**src/inrush_ovp_map.svh**
```systemverilog
//------------------------------------------------------------------------------
// register map, field layout, reset values and timing counts
//------------------------------------------------------------------------------
// Purpose: constants of the inrush, overvoltage and light-load configuration block
// Assumes: 100 MHz system clock, 16-bit command codes, 8-bit registers
// Notes:   included by its bare name
//
// Functional notes
// - line-low flag window: 00 quarter cycle, 01 half cycle, 10 2 ms, 11 4 ms
// - after sag flag drops, wait 0..7 full line cycles, then raise inrush
// - rising overvoltage level is 1 V plus code times 0.492/128 V
// - falling overvoltage level uses its own code with the same relation
// - code 0x00 gives 1 V, 0x7F gives 1.488 V, about 3.844 mV a step
// - debounce overvoltage comparator: 120, 240, 480 or 640 ns by field
// - enter low power mode while measured input power is below threshold
// - after inrush asserts, wait 0..7 full line cycles before soft start
`ifndef INRUSH_OVP_MAP_SVH
`define INRUSH_OVP_MAP_SVH

// command codes
`define ADDR_SOFT_START_SETUP    16'hfe2d
`define ADDR_INRUSH_TIMING_SETUP 16'hfe2e
`define ADDR_OV_RISE_LEVEL       16'hfe2f
`define ADDR_OV_FALL_LEVEL       16'hfe30
`define ADDR_OV_FILTER_TIME      16'hfe31
`define ADDR_LIGHT_LOAD_LEVEL    16'hfe32

// field positions and writable masks
`define SS_DELAY_LSB             3
`define SS_DELAY_MSB             5
`define TIMER_SEL_LSB            3
`define TIMER_SEL_MSB            4
`define INRUSH_DLY_LSB           0
`define INRUSH_DLY_MSB           2
`define MASK_SOFT_START          8'h38
`define MASK_INRUSH_TIMING       8'h1f
`define MASK_OV_LEVEL            8'h7f
`define MASK_OV_FILTER           8'h03
`define MASK_LIGHT_LOAD          8'hff

// reset values
`define RST_SOFT_START           8'h00
`define RST_INRUSH_TIMING        8'h00
`define RST_OV_RISE              8'h00
`define RST_OV_FALL              8'h00
`define RST_OV_FILTER            8'h00
`define RST_LIGHT_LOAD           8'h00

// timing
`define CLK_PERIOD_NS            10
`define WIN_2MS_NS               2000000
`define WIN_4MS_NS               4000000
`define DEB_120_NS               120
`define DEB_240_NS               240
`define DEB_480_NS               480
`define DEB_640_NS               640
`define DEB_120_CYC              (`DEB_120_NS / `CLK_PERIOD_NS)
`define DEB_240_CYC              (`DEB_240_NS / `CLK_PERIOD_NS)
`define DEB_480_CYC              (`DEB_480_NS / `CLK_PERIOD_NS)
`define DEB_640_CYC              (`DEB_640_NS / `CLK_PERIOD_NS)

// overvoltage level in microvolts: 1 V + code * 15375/4 uV
`define OV_BASE_UV               21'h0f4240
`define OV_STEP_QUARTER_UV       15375

`endif

```
**src/inrush_ovp_pkg.sv**
```systemverilog
//------------------------------------------------------------------------------
// types of the inrush and overvoltage block
//------------------------------------------------------------------------------
// Purpose: state encoding shared by design files
// Assumes: nothing
// Notes:   one-hot codes
package inrush_ovp_pkg;

   typedef enum logic [3:0] {
      ST_SAG     = 4'h1,   // line sag present, inrush off
      ST_DELAY   = 4'h2,   // counting line cycles before inrush
      ST_INRUSH  = 4'h4,   // inrush on, counting cycles before soft start
      ST_RUN     = 4'h8    // soft start released
   } inrush_state_t;

endpackage : inrush_ovp_pkg

```
**src/ovp_debounce.sv**
```systemverilog
//------------------------------------------------------------------------------
// overvoltage comparator debounce filter
//------------------------------------------------------------------------------
// Purpose: pass a comparator level only after it has stood for the set time
// Assumes: comparator input synchronous to clk_sys
// Notes:   both edges are filtered alike
`timescale 1ns/10ps
`include "inrush_ovp_map.svh"

module ovp_debounce (
   input  wire logic       clk_sys,
   input  wire logic       rst_n,
   input  wire logic       compRaw,
   input  wire logic [1:0] filterSel,
   output logic            compFiltered
);

   logic [6:0] cnt_reg;
   logic [6:0] cnt_next;
   logic       filt_reg;
   logic       filt_next;
   logic [6:0] target;

   // cycles the raw level must hold, by field
   function automatic logic [6:0] debCycles(input logic [1:0] sel);
      case (sel)
         2'h0:    debCycles = 7'(`DEB_120_CYC);
         2'h1:    debCycles = 7'(`DEB_240_CYC);
         2'h2:    debCycles = 7'(`DEB_480_CYC);
         default: debCycles = 7'(`DEB_640_CYC);
      endcase
   endfunction : debCycles

   // restart count on agreement, flip after the set run of disagreement
   always_comb begin
      target    = debCycles(filterSel);
      cnt_next  = 7'h00;
      filt_next = filt_reg;
      if (compRaw != filt_reg) begin
         if (cnt_reg == target - 7'h01) begin
            filt_next = compRaw;
         end else begin
            cnt_next  = cnt_reg + 7'h01;
         end
      end
   end

   always_ff @(posedge clk_sys or negedge rst_n) begin
      if (!rst_n) begin
         cnt_reg  <= 7'h00;
         filt_reg <= 1'b0;
      end else begin
         cnt_reg  <= cnt_next;
         filt_reg <= filt_next;
      end
   end

   assign compFiltered = filt_reg;
endmodule : ovp_debounce

```
**src/inrush_ovp_cfg.sv**
```systemverilog
//------------------------------------------------------------------------------
// inrush, overvoltage and light-load configuration block
//------------------------------------------------------------------------------
// Purpose: configuration registers plus line-low timer, inrush sequencing,
//          overvoltage level selection and debounce, light-load detection
// Assumes: line cycle tick and half period come from the line measurement
// Notes:   register reads answer one cycle after the read strobe
`timescale 1ns/10ps
`include "inrush_ovp_map.svh"

module inrush_ovp_cfg #(
   parameter logic [19:0] WIN_2MS_CYC = 20'(`WIN_2MS_NS / `CLK_PERIOD_NS),
   parameter logic [19:0] WIN_4MS_CYC = 20'(`WIN_4MS_NS / `CLK_PERIOD_NS)
) (
   input  wire logic        clk_sys,
   input  wire logic        rst_n,
   input  wire logic        regWrEn,
   input  wire logic        regRdEn,
   input  wire logic [15:0] regAddr,
   input  wire logic [7:0]  regWrData,
   output logic      [7:0]  regRdData,
   output logic             regRdValid,
   input  wire logic        lineCycleTick,
   input  wire logic [19:0] lineHalfPeriod,
   input  wire logic        lineBelowLow,
   input  wire logic        line_sag_flag,
   input  wire logic        output_overvoltage_sense,
   input  wire logic [7:0]  inputPower,
   input  wire logic        inputPowerValid,
   output logic             line_voltage_low_flag,
   output logic             inrushOn,
   output logic             softStartGo,
   output logic      [6:0]  ovDacCode,
   output logic      [20:0] ovLevelUv,
   output logic             overvoltageFault,
   output logic             lowPowerMode
);

   //---------------------------------------------------------------------------
   // configuration registers
   //---------------------------------------------------------------------------
   logic [7:0] softStartSetup_reg, softStartSetup_next;
   logic [7:0] inrush_timing_setup_reg, inrush_timing_setup_next;
   logic [7:0] overvoltage_rise_level_reg, overvoltage_rise_level_next;
   logic [7:0] overvoltage_fall_level_reg, overvoltage_fall_level_next;
   logic [7:0] overvoltage_filter_time_reg, overvoltage_filter_time_next;
   logic [7:0] light_load_power_level_reg, light_load_power_level_next;
   logic [7:0] rdData_reg, rdData_next;
   logic       rdValid_reg;

   // masked write: unused bits stay zero
   function automatic logic [7:0] wr8(input logic [7:0] cur, input logic [7:0] mask,
                                      input logic hit, input logic [7:0] data);
      wr8 = hit ? (data & mask) : cur;
   endfunction : wr8

   // write decode and read mux
   always_comb begin
      softStartSetup_next          = wr8(softStartSetup_reg, `MASK_SOFT_START,
         regWrEn && regAddr == `ADDR_SOFT_START_SETUP, regWrData);
      inrush_timing_setup_next     = wr8(inrush_timing_setup_reg, `MASK_INRUSH_TIMING,
         regWrEn && regAddr == `ADDR_INRUSH_TIMING_SETUP, regWrData);
      overvoltage_rise_level_next  = wr8(overvoltage_rise_level_reg, `MASK_OV_LEVEL,
         regWrEn && regAddr == `ADDR_OV_RISE_LEVEL, regWrData);
      overvoltage_fall_level_next  = wr8(overvoltage_fall_level_reg, `MASK_OV_LEVEL,
         regWrEn && regAddr == `ADDR_OV_FALL_LEVEL, regWrData);
      overvoltage_filter_time_next = wr8(overvoltage_filter_time_reg, `MASK_OV_FILTER,
         regWrEn && regAddr == `ADDR_OV_FILTER_TIME, regWrData);
      light_load_power_level_next  = wr8(light_load_power_level_reg, `MASK_LIGHT_LOAD,
         regWrEn && regAddr == `ADDR_LIGHT_LOAD_LEVEL, regWrData);
      case (regAddr)
         `ADDR_SOFT_START_SETUP:    rdData_next = softStartSetup_reg;
         `ADDR_INRUSH_TIMING_SETUP: rdData_next = inrush_timing_setup_reg;
         `ADDR_OV_RISE_LEVEL:       rdData_next = overvoltage_rise_level_reg;
         `ADDR_OV_FALL_LEVEL:       rdData_next = overvoltage_fall_level_reg;
         `ADDR_OV_FILTER_TIME:      rdData_next = overvoltage_filter_time_reg;
         `ADDR_LIGHT_LOAD_LEVEL:    rdData_next = light_load_power_level_reg;
         default:                   rdData_next = 8'h00; // unmapped reads zero
      endcase
      if (!regRdEn) begin
         rdData_next = rdData_reg;
      end
   end

   always_ff @(posedge clk_sys or negedge rst_n) begin
      if (!rst_n) begin
         softStartSetup_reg          <= `RST_SOFT_START;
         inrush_timing_setup_reg     <= `RST_INRUSH_TIMING;
         overvoltage_rise_level_reg  <= `RST_OV_RISE;
         overvoltage_fall_level_reg  <= `RST_OV_FALL;
         overvoltage_filter_time_reg <= `RST_OV_FILTER;
         light_load_power_level_reg  <= `RST_LIGHT_LOAD;
         rdData_reg                  <= 8'h00;
         rdValid_reg                 <= 1'b0;
      end else begin
         softStartSetup_reg          <= softStartSetup_next;
         inrush_timing_setup_reg     <= inrush_timing_setup_next;
         overvoltage_rise_level_reg  <= overvoltage_rise_level_next;
         overvoltage_fall_level_reg  <= overvoltage_fall_level_next;
         overvoltage_filter_time_reg <= overvoltage_filter_time_next;
         light_load_power_level_reg  <= light_load_power_level_next;
         rdData_reg                  <= rdData_next;
         rdValid_reg                 <= regRdEn;
      end
   end

   assign regRdData  = rdData_reg;
   assign regRdValid = rdValid_reg;

   //---------------------------------------------------------------------------
   // line-low measurement timer
   //---------------------------------------------------------------------------
   logic [19:0] lowCnt_reg, lowCnt_next;
   logic        lowFlag_reg, lowFlag_next;
   logic [19:0] window;

   // window length in clock cycles for the timer field
   function automatic logic [19:0] winCycles(input logic [1:0] sel, input logic [19:0] half,
                                             input logic [19:0] w2, input logic [19:0] w4);
      case (sel)
         2'h0:    winCycles = {1'b0, half[19:1]};
         2'h1:    winCycles = half;
         2'h2:    winCycles = w2;
         default: winCycles = w4;
      endcase
   endfunction : winCycles

   // flag sets once the line stays low for a whole window, clears on recovery
   always_comb begin
      window = winCycles(inrush_timing_setup_reg[`TIMER_SEL_MSB:`TIMER_SEL_LSB],
                         lineHalfPeriod, WIN_2MS_CYC, WIN_4MS_CYC);
      lowCnt_next  = 20'h00000;
      lowFlag_next = 1'b0;
      if (lineBelowLow) begin
         if (lowFlag_reg || lowCnt_reg + 20'h00001 >= window) begin
            lowFlag_next = 1'b1;
            lowCnt_next  = lowCnt_reg;
         end else begin
            lowCnt_next  = lowCnt_reg + 20'h00001;
         end
      end
   end

   always_ff @(posedge clk_sys or negedge rst_n) begin
      if (!rst_n) begin
         lowCnt_reg  <= 20'h00000;
         lowFlag_reg <= 1'b0;
      end else begin
         lowCnt_reg  <= lowCnt_next;
         lowFlag_reg <= lowFlag_next;
      end
   end

   assign line_voltage_low_flag = lowFlag_reg;

   //---------------------------------------------------------------------------
   // inrush and soft start sequencing
   //---------------------------------------------------------------------------
   inrush_ovp_pkg::inrush_state_t state_reg, state_next;
   logic [2:0] cyc_reg, cyc_next;
   logic       inrush_reg, inrush_next;
   logic       ssGo_reg, ssGo_next;

   // sag resets the sequence; each wait counts full line cycles
   always_comb begin
      state_next = state_reg;
      cyc_next   = cyc_reg;
      case (state_reg)
         inrush_ovp_pkg::ST_SAG: begin
            cyc_next = 3'h0;
            if (!line_sag_flag) begin
               state_next = inrush_ovp_pkg::ST_DELAY;
            end
         end
         inrush_ovp_pkg::ST_DELAY: begin
            if (cyc_reg == inrush_timing_setup_reg[`INRUSH_DLY_MSB:`INRUSH_DLY_LSB]) begin
               state_next = inrush_ovp_pkg::ST_INRUSH;
               cyc_next   = 3'h0;
            end else if (lineCycleTick) begin
               cyc_next = cyc_reg + 3'h1;
            end
         end
         inrush_ovp_pkg::ST_INRUSH: begin
            if (cyc_reg == softStartSetup_reg[`SS_DELAY_MSB:`SS_DELAY_LSB]) begin
               state_next = inrush_ovp_pkg::ST_RUN;
            end else if (lineCycleTick) begin
               cyc_next = cyc_reg + 3'h1;
            end
         end
         inrush_ovp_pkg::ST_RUN: begin
            cyc_next = 3'h0;
         end
         default: begin
            state_next = inrush_ovp_pkg::ST_SAG;
            cyc_next   = 3'h0;
         end
      endcase
      if (line_sag_flag) begin
         state_next = inrush_ovp_pkg::ST_SAG;
      end
      inrush_next = (state_next == inrush_ovp_pkg::ST_INRUSH) ||
                    (state_next == inrush_ovp_pkg::ST_RUN);
      ssGo_next   = (state_next == inrush_ovp_pkg::ST_RUN);
   end

   always_ff @(posedge clk_sys or negedge rst_n) begin
      if (!rst_n) begin
         state_reg  <= inrush_ovp_pkg::ST_SAG;
         cyc_reg    <= 3'h0;
         inrush_reg <= 1'b0;
         ssGo_reg   <= 1'b0;
      end else begin
         state_reg  <= state_next;
         cyc_reg    <= cyc_next;
         inrush_reg <= inrush_next;
         ssGo_reg   <= ssGo_next;
      end
   end

   assign inrushOn    = inrush_reg;
   assign softStartGo = ssGo_reg;

   //---------------------------------------------------------------------------
   // overvoltage levels, debounce, light load
   //---------------------------------------------------------------------------
   logic [6:0]  dac_reg, dac_next;
   logic [20:0] uv_reg, uv_next;
   logic        lowPwr_reg, lowPwr_next;
   logic        ovFilt;

   // level in microvolts: 1 V + code * 3843.75 uV
   function automatic logic [20:0] levelUv(input logic [6:0] code);
      logic [20:0] step;
      step    = 21'((21'(code) * 21'(`OV_STEP_QUARTER_UV)) >> 2);
      levelUv = `OV_BASE_UV + step;
   endfunction : levelUv

   ovp_debounce u_deb (
      .clk_sys      (clk_sys),
      .rst_n        (rst_n),
      .compRaw      (output_overvoltage_sense),
      .filterSel    (overvoltage_filter_time_reg[1:0]),
      .compFiltered (ovFilt)
   );

   // trip at rise level, release at fall level once tripped
   always_comb begin
      dac_next = ovFilt ? overvoltage_fall_level_reg[6:0]
                        : overvoltage_rise_level_reg[6:0];
      uv_next  = levelUv(dac_next);
      lowPwr_next = lowPwr_reg;
      if (inputPowerValid) begin
         lowPwr_next = (inputPower < light_load_power_level_reg);
      end
   end

   always_ff @(posedge clk_sys or negedge rst_n) begin
      if (!rst_n) begin
         dac_reg    <= 7'h00;
         uv_reg     <= `OV_BASE_UV;
         lowPwr_reg <= 1'b0;
      end else begin
         dac_reg    <= dac_next;
         uv_reg     <= uv_next;
         lowPwr_reg <= lowPwr_next;
      end
   end

   assign ovDacCode        = dac_reg;
   assign ovLevelUv        = uv_reg;
   assign overvoltageFault = ovFilt;
   assign lowPowerMode     = lowPwr_reg;
endmodule : inrush_ovp_cfg

```
**config.mk**
```make
export PLATFORM = sky130hd
export DESIGN_NAME = inrush_ovp_cfg
export DESIGN_NICKNAME = d
export VERILOG_FILES = /design/src/inrush_ovp_pkg.sv /design/src/ovp_debounce.sv /design/src/inrush_ovp_cfg.sv
export VERILOG_INCLUDE_DIRS = /design/src /design/src/src
export SDC_FILE = /design/constraint.sdc
export NUM_CORES = 1
export LEC_CHECK = 0
export ABC_CLOCK_PERIOD_IN_PS = 9050
export BUFFER_PORTS_ARGS = -buffer_cell sky130_fd_sc_hd__buf_2
export CELL_PAD_IN_SITES_DETAIL_PLACEMENT = 0
export CELL_PAD_IN_SITES_GLOBAL_PLACEMENT = 1
export CORE_UTILIZATION = 49
export CTS_CLUSTER_DIAMETER = 150
export DETAILED_ROUTE_END_ITERATION = 7
export PLACE_DENSITY = 0.86
export SYNTH_ARGS = -nofsm -noshare
export SYNTH_HDL_FRONTEND = slang
export SYNTH_HIERARCHICAL = 1
export SYNTH_SLANG_ARGS = --single-unit
```
**constraint.sdc**
```tcl
create_clock -name clk_sys -period 9.05 [get_ports clk_sys]
set_clock_uncertainty 0.15 [all_clocks]
set_input_delay 1.81 -clock clk_sys [delete_from_list [all_inputs] [get_ports clk_sys]]
set_output_delay 1.81 -clock clk_sys [all_outputs]
set_load 0.005 [all_outputs]
```
==> results of run 1 <==
==> through the flow <==
stage	setup WS (ns)	cell area [um^2]	util	instances	power, uW
after floorplan	3.74	7680	-	787	557
after global placement	3.51	8310	0.545	1067	596
after detailed placement	3.44	8310	0.545	1067	597
after CTS	3.38	8620	0.565	1082	1010
after global routing	3.07	8620	0.565	1082	1040
final	3.39	8620	0.565	1082	1000
==> area by class of cell <==
type                       instances  area [um^2]  area share
timing repair buffer             103          520      0.0604
tap                              211          264      0.0306
clock buffer                      11          253      0.0293
multi-input combinational        601         4650       0.539
sequential                       108         2710       0.315
inverter                          44          165      0.0192
clock inverter                     4         57.6     0.00668
==> synth_stat cells (all sizes together) (3+ instances only) <==
| cell type | count | area [um^2] |
|---|---|---|
| mux2 | 41 | 462 |
| nor4 | 3 | 25.0 |
| dfstp | 8 | 210 |
| nand4 | 8 | 50.1 |
| nand2b | 31 | 194 |
| dfrtp | 100 | 2500 |
| and2 | 4 | 26.3 |
| fa | 8 | 160 |
| or2 | 9 | 56.3 |
| o211a | 3 | 30.0 |
| a2111oi | 3 | 26.3 |
| mux2i | 37 | 370 |
| and3 | 13 | 87.6 |
| a21o | 20 | 150 |
| o21ai | 35 | 179 |
| buf | 14 | 82.6 |
| a22oi | 4 | 30.0 |
| o21a | 6 | 45.0 |
| o31ai | 4 | 30.0 |
| a31oi | 4 | 25.0 |
| clkbuf | 20 | 75.1 |
| o22ai | 7 | 43.8 |
| nor3 | 13 | 70.1 |
| ha | 64 | 801 |
| nor2 | 31 | 116 |
| a31o | 4 | 35.0 |
| nand3b | 3 | 22.5 |
| o211ai | 7 | 57.6 |
| xnor2 | 28 | 245 |
| or3 | 4 | 25.0 |
| a221oi | 3 | 26.3 |
| xor2 | 27 | 236 |
| a21oi | 36 | 199 |
| nor3b | 3 | 22.5 |
| a211oi | 15 | 123 |
| nand3 | 34 | 170 |
| nand2 | 55 | 206 |
| nor2b | 9 | 56.3 |
| inv | 44 | 165 |
==> cells by family (layout without fill, tap and decap cells) <==
kind of cell / Yosys count / in the layout
compound gates: 167 / 167
xor+xnor: 55 / 55
fa+ha+maj: 72 / 72
buf+inv: 78 / 162
flops: 108 / 108
mux: 78 / 78
simple gates: 229 / 229
==> power by group <==
group          switching, uW  internal (uW)  total [uW]  leakage (uW)
sequential              10.1            492         502       0.00147
clock                    183            231         414      0.000150
combinational           48.8           35.8        84.6       0.00288
==> metal layers <==
layer  wire length, um  track usage
met1              7990        0.295
met3               598       0.0322
met2              7950        0.350
met5                 0            0
met4               168       0.0546
==> worst max path at each step <==
| stage | startpoint | endpoint | slack [ns] | depth (start not counted) |
|---|---|---|---|---|
| 2_1_floorplan | u_deb/compFiltered | ovLevelUv[18] | 3.74 | 19 |
| 3_3_place_gp | u_deb/compFiltered | ovLevelUv[18] | 3.51 | 17 |
| 3_5_place_dp | u_deb/compFiltered | ovLevelUv[18] | 3.44 | 17 |
| 4_1_cts | u_deb/compFiltered | ovLevelUv[18] | 3.38 | 17 |
| 5_1_grt | u_deb/compFiltered | ovLevelUv[18] | 3.07 | 17 |
| 6_report | u_deb/compFiltered | ovLevelUv[18] | 3.39 | 17 |
==> worst max-delay path: stages (launching register included) <==
cell      delay, ns
dfrtp_1        0.63
mux2_2         0.44
inv_1          0.11
fa_1           0.46
fa_1           0.52
inv_1          0.05
fa_1           0.48
ha_1           0.31
ha_1           0.50
o211ai_1       0.16
o21ai_2        0.29
a31oi_1        0.16
xnor2_1        0.20
ha_1           0.23
a31o_2         0.23
a31o_1         0.21
a211oi_2       0.28
xnor2_1        0.15
==> summary.txt, run 1 <==
Clock tree
  • Clk slew on worst S/H paths: 0.07 ns
  • TritonCTS clock tree: built
  • Cts bufs inserted: 9
  • Clock Sinks: 108
  • Number of gates resized after CTS: 0
  • Post-CTS Setup Bufs: 0
  • Clock Path Buffers: 2
  • Clk root buf: clkbuf_16
  • Htree depth: 3
  • CTS Hold Buffers Added: 0
  • Clk_lat worst skew: 0.35 ns

Global routing
  • Initial antenna violation count: 0
  • GRT overflow: 0
  • Largest net degree at the start of global routing: 65
  • GRT Total Usage: 0.213
  • First-pass GRT wire length: 27.3 mm
  • Vias in the first global route: 5495

Synthesis
  • Seq/Total Area, Yosys: 0.353
  • Post-synthesis xor/xnor area fraction: 0.0627
  • Post-Synthesis Cells: 787
  • EDFF count, synth: 0
  • Synth Net Count: 920
  • Asr flop ratio synth: 1.00
  • Mux share of post-synthesis cell area: 0.108
  • Avg Synthesized Cell Area: 9.76 um^2
  • Ys flop type: dfrtp_1
  • Seq cells post-synth: 108
  • Post-synthesis adder-cell area fraction: 0.125
  • Post-synthesis simple-gate area fraction: 0.160
  • Synthesis Warnings: 6
  • Complex-gate fraction of the synthesized area: 0.149
  • Post-synthesis cell type count: 76
  • Mapped Area: 0.00768 mm^2
  • Largest family of logic cells by synthesized area: simple AND/OR/NAND/NOR gates

Final layout
  • Ant diodes: 0
  • Max reg flops: 21
  • # fillers: 1394
  • Leading cell type in the layout, fill and taps excluded: buf_2
  • Nets: 1000
  • Area Growth Syn to Fin: 12.2%
  • Share of cells above drive strength 1: 0.219
  • Commonest non-fill, non-tap cells in the layout: buf_2 (101), dfrtp_1 (100), ha_1 (64), nand2_1 (55), inv_1 (44)

Drt
  • # DRC: 0
  • TritonRoute pass-1 iters: 4
  • Post-DRT Antenna Nets: 0
  • Drt total wl: 16.7 mm
  • Vias: 5986
  • Vias per cell: 5.53
  • Wire per inst: 15.4 um
  • Number of DRC markers in iteration 0: 321

Power
  • P_leak: 0.00450 uW
  • VDD IR max: 0.0802 mV
  • Power Dens Cells: 116 mW/mm^2

Hold path
  • Hold Path Origin: u_deb/cnt_reg[0]
  • Hold EP: u_deb/cnt_reg[0]
  • Hold Crit Depth: 1
  • Worst hold path type: flip-flop to flip-flop

Timing
  • Final hold slack: 0.356 ns
  • RSZ-0062 raised after global routing: false
  • Hold Vio Cnt, Final: 0
  • Actual slew at the worst max-slew pin: 1.04 ns
  • Slew Viols, Final: 0
  • Fmax achieved: 177 MHz
  • # setup viols final: 0
  • Minimum clock period: 5.66 ns
  • Final setup TNS: 0 ns
  • Max transition margin: 0.299
  • Tcrit/Tclk final: 0.625

Setup path
  • Worst R2R Setup Slack: 3.39 ns
  • Reg-to-Reg End: ovLevelUv[18]
  • Worst R2R Start: u_deb/compFiltered
  • Crit path capture type: flip-flop
  • FF-to-FF path depth: 17
  • Worst Path Required: 9.18 ns
  • Max FO, Critical Path: 11
  • Worst path arrival time: 5.79 ns
  • WS Path Type: flip-flop to flip-flop
  • Crit start category: flip-flop

Place
  • Gpl congestion: 0.874
  • Buffers on Ports: 102
  • DP Wirelength: 12.6 mm

Floorplanning
  • Vert. Die Dim: 127 um
  • Die X: 127 um
  • Die area: 0.0162 mm^2
  • Initial core utilization: 0.504
  • Num ports: 103
  • Placement row count: 45
  • Core area: 0.0153 mm^2

Status
  • Status: finished clean

Job
  • Max cap viols: 0
(Power assumes the default switching activity.)
==> run 2: changes to the inputs <==
ABC_CLOCK_PERIOD_IN_PS = 5200   (was 9050)
CORE_UTILIZATION = 41   (was 49)
PLACE_DENSITY = 0.77   (was 0.86)
clock period = 5.2 ns   (was 9.05 ns; I/O delays follow)
==> summary.txt, run 2 (same netlist as run 1, synthesis figures left out) <==
Status
  • Status: finished, violations left
  • Violated checks: design-rule violations

Setup path
  • Worst R2R Setup Slack: 0.23 ns (-3.16 ns)
  • Crit path launch: u_deb/compFiltered
  • Crit path to: ovLevelUv[18]
  • Crit start category: flip-flop
  • Crit path capture type: flip-flop
  • Worst R2R Start: u_deb/compFiltered
  • Cell family with most CP delay: adder cells
  • Worst Path Required: 5.34 ns (-3.84 ns)
  • Crit path depth: 17 (unchanged)
  • WS Path Type: flip-flop to flip-flop
  • Slowest-stage cell, CP: fa_1
  • Reg-to-Reg End: ovLevelUv[18]
  • Critical path buffers and inverters: 2 (unchanged)
  • CP max stage delay: 0.52 ns (-0.11 ns)
  • Worst path cell trace: mux2_2 -> inv_1 -> fa_1 -> fa_1 -> inv_1 -> fa_1 -> ha_1 -> ha_4 -> a21o_1 -> a21o_1 -> nor2_1 -> xnor2_1 -> ha_1 -> a31o_2 -> a31o_1 -> a211oi_2 -> xnor2_1
  • Worst path arrival time: 5.11 ns (-0.68 ns)
  • Max FO, Critical Path: 5 (-6)
  • Most frequent cell on the critical path: fa_1
  • FF-to-FF path depth: 17 (unchanged)

Floorplanning
  • Die area: 0.0193 mm^2 (+19%)
  • Placement row count: 49 (+8.9%)
  • Die X: 139 um (+9.2%)
  • Num ports: 103 (unchanged)
  • Initial core utilization: 0.423 (-0.0802)
  • Vert. Die Dim: 139 um (+9.2%)
  • Core area: 0.0181 mm^2 (+19%)

Clock tree
  • CTS Hold Buffers Added: 0 (unchanged)
  • Clk root buf: clkbuf_16
  • Post-CTS Setup Bufs: 0 (unchanged)
  • Clock Sinks: 108 (unchanged)
  • TritonCTS clock tree: built
  • Clk slew on worst S/H paths: 0.08 ns (about the same)
  • Cts bufs inserted: 9 (unchanged)
  • Number of gates resized after CTS: 0 (unchanged)
  • Htree depth: 3 (unchanged)
  • Clock Path Buffers: 2 (unchanged)
  • Clk_lat worst skew: 0.37 ns (+0.02 ns)

Final layout
  • Ant diodes: 0 (unchanged)
  • Fin area: 0.00879 mm^2 (+2.0%)
  • Commonest non-fill, non-tap cells in the layout: buf_2 (101), dfrtp_1 (99), ha_1 (63), nand2_1 (55), inv_1 (44)
  • Max reg flops: 21 (unchanged)
  • Share of cells above drive strength 1: 0.239 (+0.0200)
  • Nets: 1014 (+1.4%)
  • Leading cell type in the layout, fill and taps excluded: buf_2
  • Post-layout util: 0.485 (-0.0804)
  • # fillers: 1735 (+24%)
  • Area Growth Syn to Fin: 14.4%

Global routing
  • Busiest layer in global routing: met2
  • GR Layer Usage met3: 0.0307 (-0.00151)
  • Largest net degree at the start of global routing: 46 (-29%)
  • GRT Total Usage: 0.189 (-0.0243)
  • First-pass GRT wire length: 29.3 mm (+7.5%)
  • Vias in the first global route: 5845 (+6.4%)
  • Met1 GRT Util: 0.260 (-0.0351)
  • Initial antenna violation count: 0 (unchanged)
  • GRT overflow: 0 (unchanged)
  • GRT met2 Usage: 0.304 (-0.0468)

Place
  • Buffers on Ports: 102 (unchanged)
  • Placed cell area: 0.00844 mm^2 (+1.5%)
  • DP Wirelength: 13.3 mm (+5.3%)
  • Gpl congestion: 0.888 (+1.6%)

Drt
  • Drt total wl: 17.5 mm (+4.6%)
  • Wire per inst: 15.7 um (+1.5%)
  • Vias: 5956 (-0.50%)
  • # DRC: 6 (+6)
  • Number of DRC markers in iteration 0: 331 (+3.1%)
  • Post-DRT Antenna Nets: 0 (unchanged)
  • Vias per cell: 5.34 (-3.4%)
  • TritonRoute pass-1 iters: 8 (+4)

Timing
  • Fmax achieved: 201 MHz (+14%)
  • # setup viols final: 0 (unchanged)
  • Slew Viols, Final: 0 (unchanged)
  • Final setup TNS: 0 ns (unchanged)
  • Minimum clock period: 4.97 ns (-0.689 ns)
  • RSZ-0062 raised after global routing: false
  • Hold Vio Cnt, Final: 0 (unchanged)
  • Actual slew at the worst max-slew pin: 1.06 ns (+0.0171 ns)
  • Tcrit/Tclk final: 0.955 (+0.330)
  • Max transition margin: 0.288 (-0.0115)

Hold path
  • Worst hold path type: flip-flop to flip-flop

Power
  • P_leak: 0.00456 uW (+1.5%)
  • VDD IR max: 0.151 mV (+88%)
  • Power Dens Cells: 198 mW/mm^2 (+70%)

Job
  • Max cap viols: 0 (unchanged)
==> run 2: cell count changes in the layout (fill, tap and decap cells not counted), moves of 2 or more <==
cell      delta
buf_4       +14
clkinv_8     +4
clkbuf_8     -2
mux2i_1      -2
mux2i_2      +2
==> run 2: stage by stage <==
stage	hold slack (ns)	setup slack [ns]	cells	total power, uW
global route	0.393	0.0116	1115	1820
global placement	0.339	0.142	1099	1040
floorplan	0.313	0.0172	787	970
finish	0.347	0.232	1115	1740
detailed placement	0.334	0.140	1099	1040
CTS	0.348	0.0874	1115	1760
==> run 2: area by class of cell <==
cell class                      count  area (um^2)  area share
Multi-Input combinational cell    601         4680       0.533
Sequential cell                   108         2710       0.309
Timing Repair Buffer              117          626      0.0711
Tap cell                          229          287      0.0326
Clock buffer                        9          225      0.0256
Inverter                           44          165      0.0188
Clock inverter                      7         93.8      0.0107
==> run 2: worst min-delay path by stage <==
stage / slack (ns) / startpoint / cells after the start / endpoint
2_1_floorplan: 0.31 / u_deb/cnt_reg[0] / 1 / u_deb/cnt_reg[0]
3_3_place_gp: 0.34 / u_deb/cnt_reg[0] / 1 / u_deb/cnt_reg[0]
3_5_place_dp: 0.33 / u_deb/cnt_reg[0] / 1 / u_deb/cnt_reg[0]
4_1_cts: 0.35 / u_deb/cnt_reg[0] / 1 / u_deb/cnt_reg[0]
5_1_grt: 0.39 / u_deb/cnt_reg[0] / 1 / u_deb/cnt_reg[0]
6_report: 0.35 / u_deb/cnt_reg[0] / 1 / u_deb/cnt_reg[0]
==> run 2: report_power, final <==
part / leakage [uW] / internal [uW] / switching, uW
sequential: 0.00147 / 855 / 18.4
clock: 0.000153 / 348 / 367
combinational: 0.00295 / 63.1 / 86.8
total: 0.00456 / 1270 / 472
==> run 2: per-layer routing <==
layer,vias up,part of all wire
met4,0,0.015
li1,3012,-
met3,21,0.030
met5,-,0
met1,2835,0.49
met2,88,0.46
